### src/verilog/tla_pkg.sv
// Constants for the temperature limit alarm block.
// Assumes a 32-bit APB slave view with one word per register.
package tla_pkg;
   localparam int TLA_TW = 16;
   localparam int TLA_AW = 8;
   localparam int TLA_DW = 32;
   // Register byte offsets
   localparam logic [7:0] TLA_OFF_CTRL = 8'h00;
   localparam logic [7:0] TLA_OFF_UPPER = 8'h04;
   localparam logic [7:0] TLA_OFF_LOWER = 8'h08;
   localparam logic [7:0] TLA_OFF_CRIT = 8'h0C;
   localparam logic [7:0] TLA_OFF_HYST = 8'h10;
   localparam logic [7:0] TLA_OFF_TEMP = 8'h14;
   localparam logic [7:0] TLA_OFF_STATUS = 8'h18;
   localparam logic [7:0] TLA_OFF_IRQ_STAT = 8'h1C;
   localparam logic [7:0] TLA_OFF_IRQ_MASK = 8'h20;
   // Control bits
   localparam int TLA_CTRL_COMP = 0;
   localparam int TLA_CTRL_APOL = 1;
   localparam int TLA_CTRL_CPOL = 2;
   localparam int TLA_CTRL_SHDN = 3;
   localparam int TLA_CTRL_W = 4;
   // Status bits
   localparam int TLA_ST_ALARM = 0;
   localparam int TLA_ST_OVER = 1;
   localparam int TLA_ST_UNDER = 2;
   localparam int TLA_ST_CRIT = 3;
   localparam int TLA_ST_APIN = 4;
   localparam int TLA_ST_CPIN = 5;
   localparam int TLA_ST_W = 6;
   // Interrupt event bits
   localparam int TLA_EV_OVER = 0;
   localparam int TLA_EV_UNDER = 1;
   localparam int TLA_EV_CRIT = 2;
   localparam int TLA_EV_CONV = 3;
   localparam int TLA_EV_W = 4;
   // Reset values
   localparam logic [3:0] TLA_CTRL_RST = 4'h0;
   localparam logic [15:0] TLA_UPPER_RST = 16'h2000;
   localparam logic [15:0] TLA_LOWER_RST = 16'h0500;
   localparam logic [15:0] TLA_CRIT_RST = 16'h4000;
   localparam logic [15:0] TLA_HYST_RST = 16'h0280;
   localparam logic [15:0] TLA_TEMP_RST = 16'h0000;
   localparam logic [3:0] TLA_MASK_RST = 4'h0;
   typedef enum logic [2:0] {
      TLA_S_IDLE = 3'b001,
      TLA_S_ACCESS = 3'b010,
      TLA_S_DONE = 3'b100
   } tla_apb_st_t;
endpackage

### src/verilog/tla_limit_core.sv
// Limit compare and alarm state for one alarm output.
// Assumes eval is a one-cycle pulse per new result.
`timescale 1ns/1ps
module tla_limit_core (
   input wire logic pclk,
   input wire logic presetn,
   input wire logic eval,
   input wire logic [15:0] temp,
   input wire logic [15:0] upper,
   input wire logic [15:0] lower,
   input wire logic [15:0] hyst,
   input wire logic lower_en,
   input wire logic comp_mode,
   input wire logic shutdown,
   input wire logic rd_clr,
   input wire logic mode_chg,
   output logic alarm,
   output logic over_r,
   output logic under_r,
   output logic over_evt,
   output logic under_evt
);
   logic signed [16:0] t_s;
   logic signed [16:0] up_s;
   logic signed [16:0] lo_s;
   logic signed [16:0] up_rel;
   logic signed [16:0] lo_rel;
   logic hi_hit;
   logic lo_hit;
   logic hi_rel;
   logic lo_relc;
   logic over_nxt;
   logic under_nxt;

   assign t_s = {temp[15], temp}; // see RULE10
   assign up_s = {upper[15], upper};
   assign lo_s = {lower[15], lower};
   assign up_rel = up_s - $signed({1'b0, hyst});
   assign lo_rel = lo_s + $signed({1'b0, hyst});
   assign hi_hit = eval && (t_s > up_s); // see RULE3
   assign lo_hit = eval && lower_en && (t_s < lo_s); // see RULE3
   assign hi_rel = eval && (t_s < up_rel); // see RULE4
   assign lo_relc = eval && (t_s > lo_rel); // see RULE4
   assign over_evt = hi_hit;
   assign under_evt = lo_hit;
   assign alarm = over_r | under_r;

   always_comb begin
      over_nxt = over_r;
      under_nxt = under_r;
      if (mode_chg) begin
         over_nxt = 1'b0;
         under_nxt = 1'b0;
      end else if (comp_mode) begin
         // Shutdown leaves state alone here, see RULE5
         if (hi_hit) begin
            over_nxt = 1'b1;
         end else if (hi_rel) begin
            over_nxt = 1'b0;
         end
         if (lo_hit) begin
            under_nxt = 1'b1;
         end else if (lo_relc) begin
            under_nxt = 1'b0;
         end
      end else begin
         if (shutdown) begin
            over_nxt = 1'b0; // see RULE8
            under_nxt = 1'b0;
         end else if (hi_hit || lo_hit) begin
            // New result wins over a read clear, see RULE7
            over_nxt = over_r | hi_hit;
            under_nxt = under_r | lo_hit;
         end else if (rd_clr) begin
            over_nxt = 1'b0; // see RULE6
            under_nxt = 1'b0;
         end
      end
   end

   always_ff @(posedge pclk or negedge presetn) begin
      if (!presetn) begin
         over_r <= 1'b0;
         under_r <= 1'b0;
      end else begin
         over_r <= over_nxt;
         under_r <= under_nxt;
      end
   end
endmodule

### src/verilog/tla_irq_ctrl.sv
// Sticky event flags with write-one-to-clear and mask.
// Assumes wr_clr is a one-cycle pulse with its clear pattern.
`timescale 1ns/1ps
module tla_irq_ctrl (
   input wire logic pclk,
   input wire logic presetn,
   input wire logic [3:0] events,
   input wire logic wr_clr,
   input wire logic [3:0] clr_bits,
   input wire logic [3:0] mask,
   output logic [3:0] stat_r,
   output logic irq_r
);
   logic [3:0] stat_nxt;

   genvar gi;
   generate
      for (gi = 0; gi < 4; gi++) begin : g_bit
         // Set wins over clear
         assign stat_nxt[gi] = events[gi] | (stat_r[gi] & ~(wr_clr & clr_bits[gi]));
      end
   endgenerate

   always_ff @(posedge pclk or negedge presetn) begin
      if (!presetn) begin
         stat_r <= 4'h0;
      end else begin
         stat_r <= stat_nxt;
      end
   end

   always_ff @(posedge pclk or negedge presetn) begin
      if (!presetn) begin
         irq_r <= 1'b0;
      end else begin
         irq_r <= |(stat_nxt & mask);
      end
   end
endmodule

### src/verilog/tla_top.sv
// Temperature limit alarm: APB registers, limit checks, open-drain alarm pins.
// Assumes conv_valid pulses once per finished conversion with conv_result.
// Functional notes
// RULE1: Alarm outputs run in comparator or latching interrupt mode, chosen by control.
// RULE2: After reset the alarm outputs use latching interrupt mode.
// RULE3: Alarm asserts when temperature is above upper or below lower limit.
// RULE4: Comparator mode releases below upper minus hysteresis or above lower plus it.
// RULE5: In comparator mode shutdown keeps the alarm state.
// RULE6: In interrupt mode any completed register read clears the latched alarm.
// RULE7: After clearing, interrupt mode reasserts only on a new out-of-limit result.
// RULE8: In interrupt mode shutdown clears the latched alarm.
// RULE9: Each alarm output has a selectable active level before the open-drain pin.
// RULE10: Limits are checked once per conversion with signed two's complement math.
`timescale 1ns/1ps
module tla_top (
   input wire logic pclk,
   input wire logic presetn,
   input wire logic psel,
   input wire logic penable,
   input wire logic pwrite,
   input wire logic [7:0] paddr,
   input wire logic [31:0] pwdata,
   input wire logic [3:0] pstrb,
   output logic [31:0] prdata,
   output logic pready,
   output logic pslverr,
   input wire logic conv_valid,
   input wire logic [15:0] conv_result,
   input wire logic alarm_pin_in,
   output logic alarm_pin_out,
   output logic alarm_pin_oe_n,
   input wire logic critical_alarm_output_in,
   output logic critical_alarm_output_out,
   output logic critical_alarm_output_oe_n,
   output logic irq
);

   ////////////////////////////////////////////////////////////////////////
   // Helpers

   function automatic logic [15:0] tla_merge16(
      input logic [15:0] old_v,
      input logic [31:0] new_v,
      input logic [3:0] strb
   );
      logic [15:0] res;
      res = old_v;
      if (strb[0]) begin
         res[7:0] = new_v[7:0];
      end
      if (strb[1]) begin
         res[15:8] = new_v[15:8];
      end
      return res;
   endfunction

   function automatic logic tla_mapped(input logic [7:0] a);
      logic hit;
      hit = 1'b0;
      case (a)
         tla_pkg::TLA_OFF_CTRL,
         tla_pkg::TLA_OFF_UPPER,
         tla_pkg::TLA_OFF_LOWER,
         tla_pkg::TLA_OFF_CRIT,
         tla_pkg::TLA_OFF_HYST,
         tla_pkg::TLA_OFF_TEMP,
         tla_pkg::TLA_OFF_STATUS,
         tla_pkg::TLA_OFF_IRQ_STAT,
         tla_pkg::TLA_OFF_IRQ_MASK: begin
            hit = 1'b1;
         end
         default: begin
            hit = 1'b0;
         end
      endcase
      return hit;
   endfunction

   ////////////////////////////////////////////////////////////////////////
   // Declarations

   tla_pkg::tla_apb_st_t st_r;
   tla_pkg::tla_apb_st_t st_nxt;
   logic [31:0] prdata_r;
   logic pready_r;
   logic pslverr_r;
   logic [3:0] ctrl_r;
   logic [15:0] upper_r;
   logic [15:0] lower_r;
   logic [15:0] crit_r;
   logic [15:0] hyst_r;
   logic [15:0] temp_r;
   logic [3:0] mask_r;
   logic eval_r;
   logic rd_clr_r;
   logic mode_chg;
   logic acc_done;
   logic wr_en;
   logic rd_en;
   logic [31:0] rd_mux;
   logic a_alarm;
   logic a_over;
   logic a_under;
   logic a_over_evt;
   logic a_under_evt;
   logic c_alarm;
   logic c_over;
   logic c_under_unused;
   logic c_over_evt;
   logic c_under_evt_unused;
   logic [3:0] events;
   logic [3:0] irq_stat;
   logic irq_r;
   logic alarm_oe_n_r;
   logic crit_oe_n_r;
   logic [5:0] status;
   logic [3:0] ctrl_nxt;
   logic shutdown;
   logic comp_mode;

   assign shutdown = ctrl_r[tla_pkg::TLA_CTRL_SHDN];
   assign comp_mode = ctrl_r[tla_pkg::TLA_CTRL_COMP];

   ////////////////////////////////////////////////////////////////////////
   // APB phase tracking

   always_comb begin
      st_nxt = st_r;
      case (st_r)
         tla_pkg::TLA_S_IDLE: begin
            if (psel && !penable) begin
               st_nxt = tla_pkg::TLA_S_ACCESS;
            end
         end
         tla_pkg::TLA_S_ACCESS: begin
            st_nxt = tla_pkg::TLA_S_DONE;
         end
         tla_pkg::TLA_S_DONE: begin
            if (psel && !penable) begin
               st_nxt = tla_pkg::TLA_S_ACCESS;
            end else begin
               st_nxt = tla_pkg::TLA_S_IDLE;
            end
         end
         default: begin
            st_nxt = tla_pkg::TLA_S_IDLE;
         end
      endcase
   end

   always_ff @(posedge pclk or negedge presetn) begin
      if (!presetn) begin
         st_r <= tla_pkg::TLA_S_IDLE;
      end else begin
         st_r <= st_nxt;
      end
   end

   assign acc_done = psel && penable && pready_r;
   assign wr_en = acc_done && pwrite && !pslverr_r;
   assign rd_en = acc_done && !pwrite && !pslverr_r;

   always_ff @(posedge pclk or negedge presetn) begin
      if (!presetn) begin
         pready_r <= 1'b0;
         pslverr_r <= 1'b0;
      end else begin
         pready_r <= (st_nxt == tla_pkg::TLA_S_ACCESS);
         if (psel && !penable) begin
            pslverr_r <= !tla_mapped(paddr);
         end else if (acc_done) begin
            pslverr_r <= 1'b0;
         end
      end
   end

   ////////////////////////////////////////////////////////////////////////
   // Register writes

   always_comb begin
      ctrl_nxt = ctrl_r;
      if (wr_en && paddr == tla_pkg::TLA_OFF_CTRL && pstrb[0]) begin
         ctrl_nxt = pwdata[tla_pkg::TLA_CTRL_W-1:0]; // see RULE1
      end
   end

   assign mode_chg = ctrl_nxt[tla_pkg::TLA_CTRL_COMP] != comp_mode;

   always_ff @(posedge pclk or negedge presetn) begin
      if (!presetn) begin
         ctrl_r <= tla_pkg::TLA_CTRL_RST; // see RULE2
      end else begin
         ctrl_r <= ctrl_nxt;
      end
   end

   always_ff @(posedge pclk or negedge presetn) begin
      if (!presetn) begin
         upper_r <= tla_pkg::TLA_UPPER_RST;
         lower_r <= tla_pkg::TLA_LOWER_RST;
         crit_r <= tla_pkg::TLA_CRIT_RST;
         hyst_r <= tla_pkg::TLA_HYST_RST;
         mask_r <= tla_pkg::TLA_MASK_RST;
      end else if (wr_en) begin
         case (paddr)
            tla_pkg::TLA_OFF_UPPER: begin
               upper_r <= tla_merge16(upper_r, pwdata, pstrb);
            end
            tla_pkg::TLA_OFF_LOWER: begin
               lower_r <= tla_merge16(lower_r, pwdata, pstrb);
            end
            tla_pkg::TLA_OFF_CRIT: begin
               crit_r <= tla_merge16(crit_r, pwdata, pstrb);
            end
            tla_pkg::TLA_OFF_HYST: begin
               hyst_r <= tla_merge16(hyst_r, pwdata, pstrb);
            end
            tla_pkg::TLA_OFF_IRQ_MASK: begin
               if (pstrb[0]) begin
                  mask_r <= pwdata[tla_pkg::TLA_EV_W-1:0];
               end
            end
            default: begin
               mask_r <= mask_r;
            end
         endcase
      end
   end

   ////////////////////////////////////////////////////////////////////////
   // Conversion capture

   always_ff @(posedge pclk or negedge presetn) begin
      if (!presetn) begin
         temp_r <= tla_pkg::TLA_TEMP_RST;
         eval_r <= 1'b0;
      end else begin
         eval_r <= conv_valid && !shutdown; // see RULE10
         if (conv_valid && !shutdown) begin
            temp_r <= conv_result;
         end
      end
   end

   always_ff @(posedge pclk or negedge presetn) begin
      if (!presetn) begin
         rd_clr_r <= 1'b0;
      end else begin
         rd_clr_r <= rd_en; // see RULE6
      end
   end

   ////////////////////////////////////////////////////////////////////////
   // Limit checks

   tla_limit_core u_alarm (
      .pclk(pclk),
      .presetn(presetn),
      .eval(eval_r),
      .temp(temp_r),
      .upper(upper_r),
      .lower(lower_r),
      .hyst(hyst_r),
      .lower_en(1'b1),
      .comp_mode(comp_mode),
      .shutdown(shutdown),
      .rd_clr(rd_clr_r),
      .mode_chg(mode_chg),
      .alarm(a_alarm),
      .over_r(a_over),
      .under_r(a_under),
      .over_evt(a_over_evt),
      .under_evt(a_under_evt)
   );

   tla_limit_core u_crit (
      .pclk(pclk),
      .presetn(presetn),
      .eval(eval_r),
      .temp(temp_r),
      .upper(crit_r),
      .lower(lower_r),
      .hyst(hyst_r),
      .lower_en(1'b0),
      .comp_mode(comp_mode),
      .shutdown(shutdown),
      .rd_clr(rd_clr_r),
      .mode_chg(mode_chg),
      .alarm(c_alarm),
      .over_r(c_over),
      .under_r(c_under_unused),
      .over_evt(c_over_evt),
      .under_evt(c_under_evt_unused)
   );

   ////////////////////////////////////////////////////////////////////////
   // Interrupts

   always_comb begin
      events = 4'h0;
      events[tla_pkg::TLA_EV_OVER] = a_over_evt;
      events[tla_pkg::TLA_EV_UNDER] = a_under_evt;
      events[tla_pkg::TLA_EV_CRIT] = c_over_evt;
      events[tla_pkg::TLA_EV_CONV] = eval_r;
   end

   tla_irq_ctrl u_irq (
      .pclk(pclk),
      .presetn(presetn),
      .events(events),
      .wr_clr(wr_en && paddr == tla_pkg::TLA_OFF_IRQ_STAT && pstrb[0]),
      .clr_bits(pwdata[tla_pkg::TLA_EV_W-1:0]),
      .mask(mask_r),
      .stat_r(irq_stat),
      .irq_r(irq_r)
   );

   ////////////////////////////////////////////////////////////////////////
   // Open-drain pins

   always_ff @(posedge pclk or negedge presetn) begin
      if (!presetn) begin
         alarm_oe_n_r <= 1'b1;
         crit_oe_n_r <= 1'b1;
      end else begin
         // Pull low when the level means active-low asserted or active-high idle
         alarm_oe_n_r <= a_alarm ~^ ctrl_r[tla_pkg::TLA_CTRL_APOL]; // see RULE9
         crit_oe_n_r <= c_alarm ~^ ctrl_r[tla_pkg::TLA_CTRL_CPOL]; // see RULE9
      end
   end

   ////////////////////////////////////////////////////////////////////////
   // Read data

   always_comb begin
      status = '0;
      status[tla_pkg::TLA_ST_ALARM] = a_alarm;
      status[tla_pkg::TLA_ST_OVER] = a_over;
      status[tla_pkg::TLA_ST_UNDER] = a_under;
      status[tla_pkg::TLA_ST_CRIT] = c_over;
      status[tla_pkg::TLA_ST_APIN] = alarm_pin_in;
      status[tla_pkg::TLA_ST_CPIN] = critical_alarm_output_in;
   end

   always_comb begin
      rd_mux = 32'h0;
      case (paddr)
         tla_pkg::TLA_OFF_CTRL: begin
            rd_mux[tla_pkg::TLA_CTRL_W-1:0] = ctrl_r;
         end
         tla_pkg::TLA_OFF_UPPER: begin
            rd_mux[15:0] = upper_r;
         end
         tla_pkg::TLA_OFF_LOWER: begin
            rd_mux[15:0] = lower_r;
         end
         tla_pkg::TLA_OFF_CRIT: begin
            rd_mux[15:0] = crit_r;
         end
         tla_pkg::TLA_OFF_HYST: begin
            rd_mux[15:0] = hyst_r;
         end
         tla_pkg::TLA_OFF_TEMP: begin
            rd_mux[15:0] = temp_r;
         end
         tla_pkg::TLA_OFF_STATUS: begin
            rd_mux[tla_pkg::TLA_ST_W-1:0] = status;
         end
         tla_pkg::TLA_OFF_IRQ_STAT: begin
            rd_mux[tla_pkg::TLA_EV_W-1:0] = irq_stat;
         end
         tla_pkg::TLA_OFF_IRQ_MASK: begin
            rd_mux[tla_pkg::TLA_EV_W-1:0] = mask_r;
         end
         default: begin
            rd_mux = 32'h0;
         end
      endcase
   end

   always_ff @(posedge pclk or negedge presetn) begin
      if (!presetn) begin
         prdata_r <= 32'h0;
      end else if (psel && !penable && !pwrite) begin
         prdata_r <= rd_mux;
      end
   end

   ////////////////////////////////////////////////////////////////////////
   // Outputs

   assign prdata = prdata_r;
   assign pready = pready_r;
   assign pslverr = pslverr_r;
   assign irq = irq_r;
   assign alarm_pin_oe_n = alarm_oe_n_r;
   assign critical_alarm_output_oe_n = crit_oe_n_r;
   assign alarm_pin_out = 1'b0;
   assign critical_alarm_output_out = 1'b0;

endmodule

### config.mk
export PLATFORM = sky130hd
export DESIGN_NAME = tla_top
export DESIGN_NICKNAME = d
export VERILOG_FILES = /design/src/verilog/tla_pkg.sv /design/src/verilog/tla_limit_core.sv /design/src/verilog/tla_irq_ctrl.sv /design/src/verilog/tla_top.sv
export SDC_FILE = /design/constraint.sdc
export NUM_CORES = 1
export LEC_CHECK = 0
export BUFFER_PORTS_ARGS = -buffer_cell sky130_fd_sc_hd__buf_2
export CAP_MARGIN = 5
export CORE_MARGIN = 2
export CORE_UTILIZATION = 44
export CTS_BUF_LIST = sky130_fd_sc_hd__clkbuf_8
export DETAILED_ROUTE_END_ITERATION = 6
export GPL_ROUTABILITY_DRIVEN = 1
export HOLD_SLACK_MARGIN = 0.05
export PLACE_DENSITY = 0.65
export SYNTH_ARGS = -nofsm -noshare
export SYNTH_HDL_FRONTEND = slang
export SYNTH_HIERARCHICAL = 1
export SYNTH_SLANG_ARGS = --single-unit
### constraint.sdc
create_clock -name pclk -period 4 [get_ports pclk]
set_clock_uncertainty 0.2 [all_clocks]
set_input_delay 0.2 -clock pclk [delete_from_list [all_inputs] [get_ports pclk]]
set_output_delay 0.2 -clock pclk [all_outputs]
set_load 0.02 [all_outputs]
======== After elaboration in Yosys (flattened, before gate mapping) ========
Index checks and enable logic that the tools add are counted.
storage, ports and cells
  register bits after elaboration ......... 122
  output and inout port bits .............. 39
cells by class
  add/sub/neg operators ................... 3
  $lt $le $gt $ge ......................... 6
  eq/ne operators ......................... 18
  multiplexer cells ....................... 34
  bitwise logic cells ..................... 24
  reduce and logical (&&, ||, !) cells .... 45
operators by type and width
  cell                                                                   number
  10-bit case mux with 5 select lines                                    1
  4-bit case mux with 9 select lines                                     1
  16-bit by 17-bit < comparator with 1-bit output                        2
  16-bit by 17-bit subtractor with 17-bit output                         2
  8-bit by 5-bit equality test with 1-bit output, second input constant  4
  16-bit greater-than comparator                                         2
  3-bit AND reduction                                                    10
  1-bit 2-to-1 mux                                                       28
  1-bit logical AND                                                      19
  16-bit by 17-bit adder with 17-bit output                              1
  16-bit by 17-bit greater-than comparator with 1-bit output             1
  8-bit by 4-bit equality test with 1-bit output, second input constant  2
  16-bit < comparator                                                    1
  4-bit by 1-bit != test with 1-bit output, second input constant        3
  2-bit case mux with 6 select lines                                     1
  5-bit nonzero test                                                     2
  1-bit bitwise OR                                                       9
  3-bit case mux with 3 select lines                                     1
  9-bit OR reduction                                                     1
  1-bit bitwise AND                                                      8
  8-bit by 3-bit equality test with 1-bit output, second input constant  1
  8-bit by 6-bit equality test with 1-bit output, second input constant  1
  8-bit zero test                                                        1
  3-bit by 2-bit equality test with 1-bit output, second input constant  2
  other kinds (16)                                                       26

======== Logic depth before layout (Yosys ltp) ========
Gate-level depths: netlist (run 1).
  depth after elaboration ................. 12
  depth in mapped cells ................... 18
  depth with buffers taken out ............ 18

======== By module ========
The synthesis (run 1) kept the hierarchy.
modules (own cells, without submodules)
  module          instances  cells each  area each (um^2)  sequential area each (um^2)
  tla_limit_core  2          444         3240.6            50.0
  tla_top         1          445         5445.2            2839.0
  tla_irq_ctrl    1          19          216.5             125.1

======== Worst setup path after synthesis (run 1) ========
No wires, ideal clock.
  path kind ............................... reg-to-reg
  start ................................... register upper_r[0]
  end ..................................... register u_alarm.over_r
  setup time .............................. 0.167 ns
  arrival ................................. 3.584 ns
  required time ........................... 3.633 ns
  setup slack ............................. 0.049 ns
  cell stages (with the launch flop) ...... 19
  period minus slack after synthesis ...... 3.951 ns
  path through ............................ dfrtp_1 inv_1 ha_1 inv_1 fa_1 a21oi_1 a2bb2oi_1 a21oi_1 a41o_1 nor2_1 o21ai_0 xnor2_1 ha_1 a21o_1 a2111oi_0 a22o_1 a21oi_1 o2111ai_1 o311ai_1
between the ends
  cells in the longest elaborated chain, start to end .. 7
  elaborated cells on any way between the ends .. 15
  classes of those cells .................. 1 x add/sub; 2 x order compare; 1 x eq/ne; 5 x mux; 1 x bitwise; 5 x reduce/logical
ends and longest elaborated chain
  what                                                                                    RTL line              source
  from (decl)                                                                             tla_top.sv:88         logic [15:0] upper_r;
  from (signal assigned)                                                                  tla_top.sv:199        upper_r <= tla_pkg::TLA_UPPER_RST;
  from (signal assigned)                                                                  tla_top.sv:207        upper_r <= tla_merge16(upper_r, pwdata, pstrb);
  branches (longest 7 deep; another with 16-bit by 17-bit subtractor with 17-bit output)  --
  to (signal assigned)                                                                    tla_limit_core.sv:86  over_r <= over_nxt;
  to (decl)                                                                               tla_limit_core.sv:18  output logic over_r,
Parallel ways; which one is timed is not known.
A chain may end at the register's enable or synchronous reset.

======== Final worst setup path (run 1) ========
  start ................................... register hyst_r[0]
  end ..................................... register u_alarm.under_r
between the ends
  cells in the longest elaborated chain, start to end .. 5
ends and longest elaborated chain
  what                                                        RTL line              source
  from (decl)                                                 tla_top.sv:91         logic [15:0] hyst_r;
  from (signal assigned)                                      tla_top.sv:202        hyst_r <= tla_pkg::TLA_HYST_RST;
  from (signal assigned)                                      tla_top.sv:216        hyst_r <= tla_merge16(hyst_r, pwdata, pstrb);
  16-bit by 17-bit adder with 17-bit output                   tla_limit_core.sv:39  assign lo_rel = lo_s + $signed({1'b0, hyst});
  16-bit by 17-bit greater-than comparator with 1-bit output  tla_limit_core.sv:43  assign lo_relc = eval && (t_s > lo_rel);
  1-bit logical AND                                           tla_limit_core.sv:43
  4-bit by 1-bit != test with 1-bit output (no source line)   --
  2-bit AND reduction (no source line)                        --
  to (signal assigned)                                        tla_limit_core.sv:87  under_r <= under_nxt;
  to (decl)                                                   tla_limit_core.sv:19  output logic under_r,
Every way passes these cells.

==> results.ini, run 1 <==
[synth]
syn_avg_cell_area_um2=8.98
yosys.cell_types.count=79
synthTopCellsByArea=dfrtp_1 (23%), ha_1 (20%), mux2_2 (8.6%), a21oi_1 (5.4%), inv_1 (3.9%)
netlist_area_um2=12100
synth_seq_area_share_pct=25.2
yosysTopAreaCell=dfrtp_1
yosysTopAreaCellShare_pct=23.3
ys_top_cells_by_count=ha_1 (192), a21oi_1 (131), inv_1 (125)
ys_seq_elements=122
synth_cells=1352
ys_async_sr_fraction_pct=100
synth-main-ff-cell=dfrtp_1
yosysMostFrequentCell=ha_1
ys.warnings.count=6
synth_edf_count=0

[worst_setup_path]
crit_path_end_kind=register
path_cells=buf_6 > ha_1 > buf_4 > a211o_1 > a21oi_2 > o21ai_2 > a41o_1 > o31a_1 > or4_1 > o311a_1 > ha_4 > a31oi_1 > a41oi_1 > nand4_1 > a22oi_1 > o2bb2ai_1
crit_arrival_ns=4.22
crit-reg2reg-launch=hyst_r[0]$_DFFE_PN0P_
reg2reg_to=u_alarm/under_r$_DFFE_PN0P_
critPathRequiredTime_ns=4.15
start_kind=register
r2r_slack_ns=-0.07
slowest_stage=dfrtp_2
critPathMaxStageDelay_ns=0.45
path_class=register to register
worst-path-max-fanout=4
rr_worst_depth=16

[run_status]
violations=setup timing
status=complete, but fails checks

[routing]
first_iter_violations=956
antenna_left=0
vias=11500
drt-vias-per-instance=5.96
drc_errors=0
dr.pass1.iters=6
routed_wl_mm=40.2
wire_per_inst_um=20.9

[die]
io_pins=107
die_area_um2=28900
chipHeight_um=170
rows=60
start_util_pct=44.9
die_w_um=170
core_area_um2=27000

[timing]
grt_setup_unrepaired=yes
fin_crit_sh_pct=102
worst_slack_ns=-0.0746
fin_crit_ns=4.07
worst_pin_slew_ns=1.14
slew_viol_final=0
slew_headroom_pct=23.9
fin_setup_tns_ns=-0.126
finalHoldViolations=0
setup-violations-final=2
fmax_mhz=245

[placed_design]
dp_hpwl_mm=30.9
io_buffer_count=70
place_ws_ns=-0.244
place_congestion=0.952

[clock_tree]
cts.htree.levels=4
clk_latency_ns=0.47
clock-sinks=122
cts_max_path_buffers=2
path_clk_slew_ns=0.10
cts_tree=built
cts.root.buffer_cell=clkbuf_8
cts_made_buffers=17

[flow_run]
cap_violations=0

[power_and_ir_drop]
p_leak_nw=6.62
internal_power_w=0.00222
swShare_pct=35.0
p_seq_share_pct=40.4
power_switching_w=0.00120
power_frac_comb_pct=24.6
p_per_area_nw_per_um2=233
max-vdd-ir-drop_mv=0.204
pwr-share-clk_pct=35.1

[global_route]
grt_pass1_wl_mm=60.9
grt_pass1_vias=11100
grt_overflow=0
grt_util_all_layers_pct=27.8
grt_max_degree=66
antenna_found_initial=0

[finish]
synthToLayoutAreaGrowth_pct=20.9
final_nets=1836
fillers=2543
multi_input_area_um2=8720
regArea_um2=3070
layout-drive-gt1-share_pct=24.5
n_antenna_cell=0

[hold_path]
hp-class=input pin to register
holdPathEnd=prdata[1]$_DFFE_PN0P_
hold_depth=4
hp-start=paddr[5]

## registers in the layout, indices dropped and copies added (netlist names), 3 cells and up
name and count:
crit_r 16, ctrl_r 4, temp_r 16, mask_r 4, hyst_r 16, u_irq/stat_r 4, lower_r 16, prdata 16
upper_r 16, st_r 3
## kinds of logic after synthesis
family	count (synthesis)	share of synthesized area (%)
compound gates	351	18.6
simple gates	351	15.7
fa+ha+maj	196	20.4
buf+inv	166	5.80
flops	122	25.2
mux	116	10.8
xor+xnor	48	3.46
other cells	2	0.0618
## metal layers
layer | global-route usage [%] | routed length [um] | vias to the layer above
met2 | 45.2 | 18300 | 452
met1 | 36.1 | 17200 | 5541
met5 | 0 | 0 | -
met3 | 5.26 | 2910 | 92
li1 | - | - | 5400
met4 | 12.1 | 1780 | 0
## area by class of cell
type                       instances  share of cell area, %
multi-input combinational       1084                   59.4
sequential                       122                   20.9
timing repair buffer             220                   10.8
inverter                         127                   3.25
tap                              341                   2.91
clock buffer                      17                   1.59
clock inverter                    15                   1.13
## worst max-delay path by stage
stage / startpoint / slack, ns / end / cells past startpoint
finish: hyst_r[0]$_DFFE_PN0P_ / -0.07 / u_alarm/under_r$_DFFE_PN0P_ / 16
global placement: upper_r[0]$_DFFE_PN0P_ / -0.17 / u_alarm/over_r$_DFFE_PN0P_ / 19
global route: hyst_r[0]$_DFFE_PN0P_ / -0.18 / u_crit/under_r$_DFFE_PN0P_ / 16
CTS: upper_r[0]$_DFFE_PN0P_ / -0.03 / u_alarm/over_r$_DFFE_PN0P_ / 19
floorplan: upper_r[0]$_DFFE_PN0P_ / 0.05 / u_alarm/over_r$_DFFE_PN0P_ / 18
detailed placement: upper_r[0]$_DFFE_PN0P_ / -0.24 / u_alarm/over_r$_DFFE_PN0P_ / 19
## worst max-delay path, delay by kind of cell (launching register included)
kind / cells / cell delay (ns)
flops: 1 / 0.45
fa+ha+maj: 2 / 0.47
compound gates: 10 / 1.94
simple gates: 2 / 0.64
buf+inv: 2 / 0.28
## power by group through the flow
stage                     clock [W]  sequential, W  combinational [W]
after floorplan                   0        0.00141           0.000442
after global placement            0        0.00140           0.000747
after detailed placement          0        0.00140           0.000765
after CTS                   0.00121        0.00138           0.000808
after global routing        0.00127        0.00139           0.000929
final                       0.00120        0.00138           0.000841
## stage by stage
stage                     hold slack, ns  total power, W  instances  utilization [%]  cell area, um^2
after global routing              0.0825         0.00358       1926             54.3            14700
after floorplan                   -0.296         0.00185       1372                -            12200
after CTS                         0.0601         0.00340       1914             53.3            14400
after detailed placement           0.164         0.00217       1839             49.9            13500
final                             0.0715         0.00342       1926             54.3            14700
after global placement             0.159         0.00215       1839             49.9            13500
## placed cells by master (no fill, tap or decap), types with 6 or more instances in the layout
master	Yosys	routed
ha_1	192	184
inv_1	125	124
a21oi_1	131	122
dfrtp_1	113	111
buf_4	18	107
mux2_2	93	93
nand2_1	80	80
buf_2	5	69
nor2_1	66	64
o21ai_0	55	50
dlygate4sd3_1	0	41
nand3_1	38	38
xor2_1	26	26
a21o_1	25	25
xnor2_1	22	22
nor2b_1	24	22
conb_1	2	22
nand2b_1	21	21
nand4_1	20	20
mux2i_1	19	19
nand3b_1	18	18
clkbuf_8	0	17
nor3_1	16	16
nor4_1	12	11
o21a_1	10	10
a31oi_1	11	9
o211ai_1	9	9
dfstp_2	9	9
a21oi_2	2	9
o21ai_2	0	8
and4_1	7	7
o311ai_0	7	7
or3_1	6	6
nor2_4	6	6
a22oi_1	6	6
a211oi_1	7	6
and3_1	6	6
or4_1	6	6
o21bai_1	6	6
a311oi_1	6	6
## what timing repair did
item / in CTS / in global routing
hold buffers: 41 / 0
buffers inserted: 2 / 12
pin swaps: 7 / 63
hold endpoints to repair: 159 / 0
setup endpoints to repair: 4 / 4
resized for setup: 19 / 43
(Power assumes the default switching activity.)
==> run 2, diff against run 1 <==
--- a/config.mk
+++ b/config.mk
@@ -5,6 +5,7 @@
 export SDC_FILE = /design/constraint.sdc
 export NUM_CORES = 1
 export LEC_CHECK = 0
+export ABC_AREA = 1
 export BUFFER_PORTS_ARGS = -buffer_cell sky130_fd_sc_hd__buf_2
 export CAP_MARGIN = 5
 export CORE_MARGIN = 2
@@ -12,8 +13,8 @@
 export CTS_BUF_LIST = sky130_fd_sc_hd__clkbuf_8
 export DETAILED_ROUTE_END_ITERATION = 6
 export GPL_ROUTABILITY_DRIVEN = 1
-export HOLD_SLACK_MARGIN = 0.05
-export PLACE_DENSITY = 0.65
+export HOLD_SLACK_MARGIN = 0.02
+export PLACE_DENSITY = 0.63
 export SYNTH_ARGS = -nofsm -noshare
 export SYNTH_HDL_FRONTEND = slang
 export SYNTH_HIERARCHICAL = 1
==> constraint.sdc (replaced) <==
create_clock -name pclk -period 4.7 [get_ports pclk]
set_clock_uncertainty 0.2 [all_clocks]
set_input_delay 0.235 -clock pclk [delete_from_list [all_inputs] [get_ports pclk]]
set_output_delay 0.235 -clock pclk [all_outputs]
set_load 0.02 [all_outputs]
==> results.ini, run 2 <==
[die]
die_w_um=169
io_pins=107
start_util_pct=44.6
rows=60
core_area_um2=26800
chipHeight_um=169
die_area_um2=28500

[worst_setup_path]
path_cells=inv_1 > fa_1 > a211o_1 > o21ai_2 > inv_1 > a21oi_1 > o21ai_0 > xor2_1 > ha_1 > nand2_1 > nor2_1 > nand2_1 > nor2_1 > o21ai_0 > nand3_1 > nand2_1 > nand3_1 > nand3_1 > nand2_1 > nand2_1 > nand2_1
slowest_stage=dfrtp_1
cp_common_cell=nand2_1
path_class=register to register
r2r_slack_ns=0.72
crit_arrival_ns=4.17
critPathMaxStageDelay_ns=0.54
crit_path_end_kind=register
critPathRequiredTime_ns=4.89
worst-path-max-fanout=6
start_kind=register

[global_route]
grt_max_degree=63
grt.busiest_layer=met2
grt_pass1_vias=10800
antenna_found_initial=0
use_met3_pct=4.16
grt_util_all_layers_pct=26.0
grt_pass1_wl_mm=57.1
grtUsageMet1_pct=33.5
grt_overflow=0
grtUsageMet2_pct=43.4

[routing]
wire_per_inst_um=16.8
routed_wl_mm=36.2
drc_errors=0
antenna_left=0
first_iter_violations=901
vias=11400
drt-vias-per-instance=5.30
dr.pass1.iters=6

[timing]
grt_setup_unrepaired=no
slew_viol_final=0
finalHoldViolations=0
worst_pin_slew_ns=0.934
fin_crit_ns=3.98
slew_headroom_pct=37.5
setup-violations-final=0
fmax_mhz=251
fin_setup_tns_ns=0
fin_crit_sh_pct=84.7

[finish]
fillers=2661
layout-drive-gt1-share_pct=9.88
n_antenna_cell=0
final_nets=2062
synthToLayoutAreaGrowth_pct=12.7
final_common_cell=nand2_1
final_cell_mix=nand2_1 (467), inv_1 (227), ha_1 (192)

[power_and_ir_drop]
internal_power_w=0.00185
total_power_w=0.00282
p_seq_share_pct=42.1
power_frac_comb_pct=23.5
max-vdd-ir-drop_mv=0.232
power_switching_w=0.000974
p_per_area_nw_per_um2=210
p_leak_nw=6.84
pwr-share-clk_pct=34.4
swShare_pct=34.5

[synth]
netlist_area_um2=12000
ys_seq_elements=122
yosysTopAreaCellShare_pct=23.7
ys_top_cells_by_count=nand2_1 (467), inv_1 (227), ha_1 (192)
syn_avg_cell_area_um2=7.15
yosysMostFrequentCell=nand2_1
synth_edf_count=0
yosysTopAreaCell=dfrtp_1
synth_cells=1673
synth_seq_area_share_pct=25.6
synthTopCellsByArea=dfrtp_1 (24%), ha_1 (20%), nand2_1 (15%), inv_1 (7.1%), a21oi_1 (5.1%)
ys_async_sr_fraction_pct=100
yosys.cell_types.count=41
synth-main-ff-cell=dfrtp_1
ys.warnings.count=6

[placed_design]
dp_hpwl_mm=27.7
io_buffer_count=70
place_congestion=0.942

[clock_tree]
cts_max_path_buffers=2
cts.htree.levels=4
clk_latency_ns=0.46
cts.root.buffer_cell=clkbuf_8
post_cts_buffers=0
cts_made_buffers=17
cts_tree=built
path_clk_slew_ns=0.09
clock-sinks=122

[hold_path]
hp-class=input pin to asynchronous set/reset pin

[run_status]
status=finished clean

[flow_run]
cap_violations=0

==> run 2: cell types whose count changed after synthesis, sizes merged, moves of 11 or more <==
cell / previous run / this run
a31oi: 11 / 0
nor2b: 24 / 0
nand2b: 21 / 0
inv: 127 / 231
a21o: 25 / 10
mux2: 93 / 0
nand3b: 18 / 0
mux2i: 21 / 0
nand3: 38 / 62
a21boi: 2 / 13
nor2: 74 / 125
nand2: 80 / 481
o21ai: 63 / 161
==> run 2: through the flow <==
stage          util [%]  cell area [um^2]  setup WS (ns)  std cells  hold WS (ns)
2_1_floorplan         -             12000           1.39       1691        -0.261
3_3_place_gp       47.2             12600          0.824       2077       -0.0539
3_5_place_dp       47.2             12600          0.797       2077       -0.0544
4_1_cts            50.3             13500          0.768       2152        0.0657
5_1_grt            50.3             13500          0.422       2152        0.0681
6_report           50.3             13500          0.720       2152        0.0806
==> run 2: layout make-up <==
class                   instances  area, um^2  area share [%]
inverters                     231         867            6.43
flip-flops and latches        122        3060            22.7
clock buffers                  17         234            1.74
multi-input cells            1303        7860            58.3
repair buffers                123         858            6.37
clock inverters                15         165            1.23
well taps                     341         427            3.17
==> run 2: path summary, 6_finish.rpt <==
kind / to / start / cells past startpoint
setup reg to reg: u_crit/over_r$_DFFE_PN0P_ / hyst_r[1]$_DFFE_PN0P_ / 21
min in group pclk: u_irq/stat_r[3]$_DFF_PN0_ / pstrb[0] / 6
max in group asynchronous: prdata[3]$_DFFE_PN0P_ / presetn / 3
setup / recovery: u_crit/over_r$_DFFE_PN0P_ / hyst_r[1]$_DFFE_PN0P_ / 21
hold / removal: st_r[0]$_DFF_PN1_ / presetn / 2
hold reg to reg: alarm_pin_oe_n$_DFF_PN1_ / ctrl_r[1]$_DFFE_PN0N_ / 1
==> run 2: cells by family (layout without fill, tap and decap cells) <==
kind of cell	Yosys count	in the layout	synth area share [%]
other cells	2	20	0.0628
compound gates	330	330	15.1
xor+xnor	62	62	4.54
fa+ha+maj	196	196	20.8
flops	122	122	25.6
buf+inv	266	386	9.21
simple gates	695	695	24.6
==> run 2: routing by layer <==
metal | share of wire (%) | vias up
li1 | - | 5680
met5 | 0 | -
met4 | 3.7 | 0
met2 | 47 | 362
met3 | 6.3 | 67
met1 | 43 | 5306
==> run 2: timing repair <==
item	in CTS	in global routing
resized for setup	0	0
hold endpoints to repair	149	0
hold buffers	43	0
==> run 2: critical path: cells and delay by family (launching register included) <==
kind,cells,cell delay [ns]
fa+ha+maj,2,0.81
flops,1,0.54
compound gates,5,0.95
xor+xnor,1,0.17
buf+inv,2,0.26
simple gates,11,1.00
==> run 2: power by group through the flow <==
stage	combinational [W]	clock (W)	sequential [W]
6_report	0.000663	0.000973	0.00119
3_3_place_gp	0.000614	0	0.00121
5_1_grt	0.000759	0.00103	0.00120
3_5_place_dp	0.000627	0	0.00121
4_1_cts	0.000659	0.000986	0.00119
2_1_floorplan	0.000399	0	0.00122
==> run 3, diff against run 2 <==
==> constraint.sdc (replaced) <==
create_clock -name pclk -period 3.82 [get_ports pclk]
set_clock_uncertainty 0.2 [all_clocks]
set_input_delay 0.191 -clock pclk [delete_from_list [all_inputs] [get_ports pclk]]
set_output_delay 0.191 -clock pclk [all_outputs]
set_load 0.02 [all_outputs]
==> results.ini, run 3 (synthesis gave the netlist of run 2 again) <==
[clock_tree]
cts_made_buffers=17
cts.htree.levels=4
path_clk_slew_ns=0.09
cts_max_path_buffers=2
cts_tree=built
clk_latency_ns=0.47
clock-sinks=122
cts.root.buffer_cell=clkbuf_8

[global_route]
grt_overflow=0
grt_pass1_wl_mm=60.1
grt_pass1_vias=11300
grt_util_all_layers_pct=27.4
grt_max_degree=68
antenna_found_initial=0

[worst_setup_path]
critPathRequiredTime_ns=3.98
crit-reg2reg-launch=hyst_r[0]$_DFFE_PN0P_
critPathMaxStageDelay_ns=0.44
path_class=register to register
crit_family=simple AND/OR/NAND/NOR gates
crit_path_end_kind=register
rr_worst_depth=22
worst-path-max-fanout=5
worstSetupEndpoint=u_crit/under_r$_DFFE_PN0P_
r2r_slack_ns=0.15
crit_arrival_ns=3.82
path_cells=buf_6 > ha_2 > inv_1 > fa_2 > o21ai_4 > a21oi_4 > o21ai_2 > a21oi_1 > nor2_1 > nor2_1 > xor2_1 > ha_1 > nand2_2 > nor2_4 > and2_4 > nand4_1 > nand4_1 > nand3_4 > nand3_2 > nand2_1 > nand2_1 > nand2_1
reg2reg_to=u_crit/under_r$_DFFE_PN0P_
cp_common_cell=nand2_1
cp_num_cells=22
worstSetupStartpoint=hyst_r[0]$_DFFE_PN0P_
slowest_stage=dfrtp_2
crit_buf_inv=2
start_kind=register

[power_and_ir_drop]
internal_power_w=0.00232
pwr-share-clk_pct=34.3
p_seq_share_pct=41.6
p_leak_nw=7.14
power_frac_comb_pct=24.1
max-vdd-ir-drop_mv=0.256
swShare_pct=34.4
power_switching_w=0.00122
p_per_area_nw_per_um2=250

[finish]
multi_input_area_um2=8110
finalNonFillerCells=2202
final_nets=2112
n_antenna_cell=0
final_cell_mix=nand2_1 (464), inv_1 (224), ha_1 (187)
fin_area_um2=14200
regArea_um2=3070
fillers=2593
layout-drive-gt1-share_pct=15.2
synthToLayoutAreaGrowth_pct=18.4
final_common_cell=nand2_1

[flow_run]
cap_violations=0

[die]
core_area_um2=26800
die_area_um2=28500
io_pins=107
die_w_um=169
start_util_pct=44.6
chipHeight_um=169
rows=60

[timing]
slew_headroom_pct=40.6
setup-violations-final=0
fin_crit_ns=3.67
worst_slack_ns=0.155
grt_setup_unrepaired=yes
fin_crit_sh_pct=96.0
slew_viol_final=0
fmax_mhz=273
finalHoldViolations=0
holdWs_ns=0.0880
worst_pin_slew_ns=0.890

[routing]
vias=11800
antenna_left=0
first_iter_violations=854
drt-vias-per-instance=5.37
routed_wl_mm=38.7
dr.pass1.iters=7
wire_per_inst_um=17.6
drc_errors=0

[placed_design]
dpl_cell_area_um2=12900
dp_hpwl_mm=29.9
place_congestion=0.933
post-place-cells=2111
io_buffer_count=70
place_ws_ns=0.0573

[run_status]
status=finished clean

[hold_path]
hold_depth=6
hp-class=input pin to register

## run 3: how the worst min path moves through the flow
stage             start                   endpoint  slack [ns]
2_1_floorplan   presetn      crit_r[0]$_DFFE_PN0P_       -0.30
3_5_place_dp    presetn          st_r[1]$_DFF_PN0_        0.17
6_report       pstrb[0]  u_irq/stat_r[3]$_DFF_PN0_        0.09
3_3_place_gp    presetn          st_r[1]$_DFF_PN0_        0.16
4_1_cts        pstrb[0]  u_irq/stat_r[3]$_DFF_PN0_        0.08
5_1_grt        pstrb[0]  u_irq/stat_r[2]$_DFF_PN0_        0.11
## run 3: per-layer routing
layer  routed length [um]  track usage (%)  vias up
li1                     -                -     5780
met1                16400             35.6     5538
met2                18000             46.3      435
met3                 2720             3.90       82
met4                 1520             10.8        0
met5                    0                0        -
## run 3: through the flow
step | power, W | setup TNS [ns] | util [%]
2_1_floorplan | 0.00199 | 0 | -
3_3_place_gp | 0.00226 | 0 | 48.2
3_5_place_dp | 0.00228 | 0 | 48.2
4_1_cts | 0.00352 | 0 | 51.2
5_1_grt | 0.00372 | -0.0610 | 52.8
6_report | 0.00354 | 0 | 52.8
## run 3: area by class of cell
type / count / area share (%)
multi-input cells: 1303 / 57.3
repair buffers: 173 / 8.98
flip-flops and latches: 122 / 21.7
clock inverters: 13 / 1.02
well taps: 341 / 3.01
inverters: 231 / 6.13
clock buffers: 19 / 1.85
## run 3: worst min-delay path: cells and delay by family
family / cells / cell delay [ns]
buffers and inverters: 2 / 0.21
and+or+nand+nor: 4 / 0.32
## run 3: what timing repair did
action                                  CTS  global route
endpoints found under the hold margin   156             0
endpoints found under the setup margin    0             4
hold buffers                             40             0
resized for setup                         0            75
buffers inserted                          0            19
## run 3: power groups by stage
stage / logic [W] / clock network [W] / registers, W
final: 0.000854 / 0.00121 / 0.00147
after global placement: 0.000770 / 0 / 0.00149
after CTS: 0.000825 / 0.00122 / 0.00147
after detailed placement: 0.000790 / 0 / 0.00149
after floorplan: 0.000491 / 0 / 0.00150
after global routing: 0.000969 / 0.00128 / 0.00148
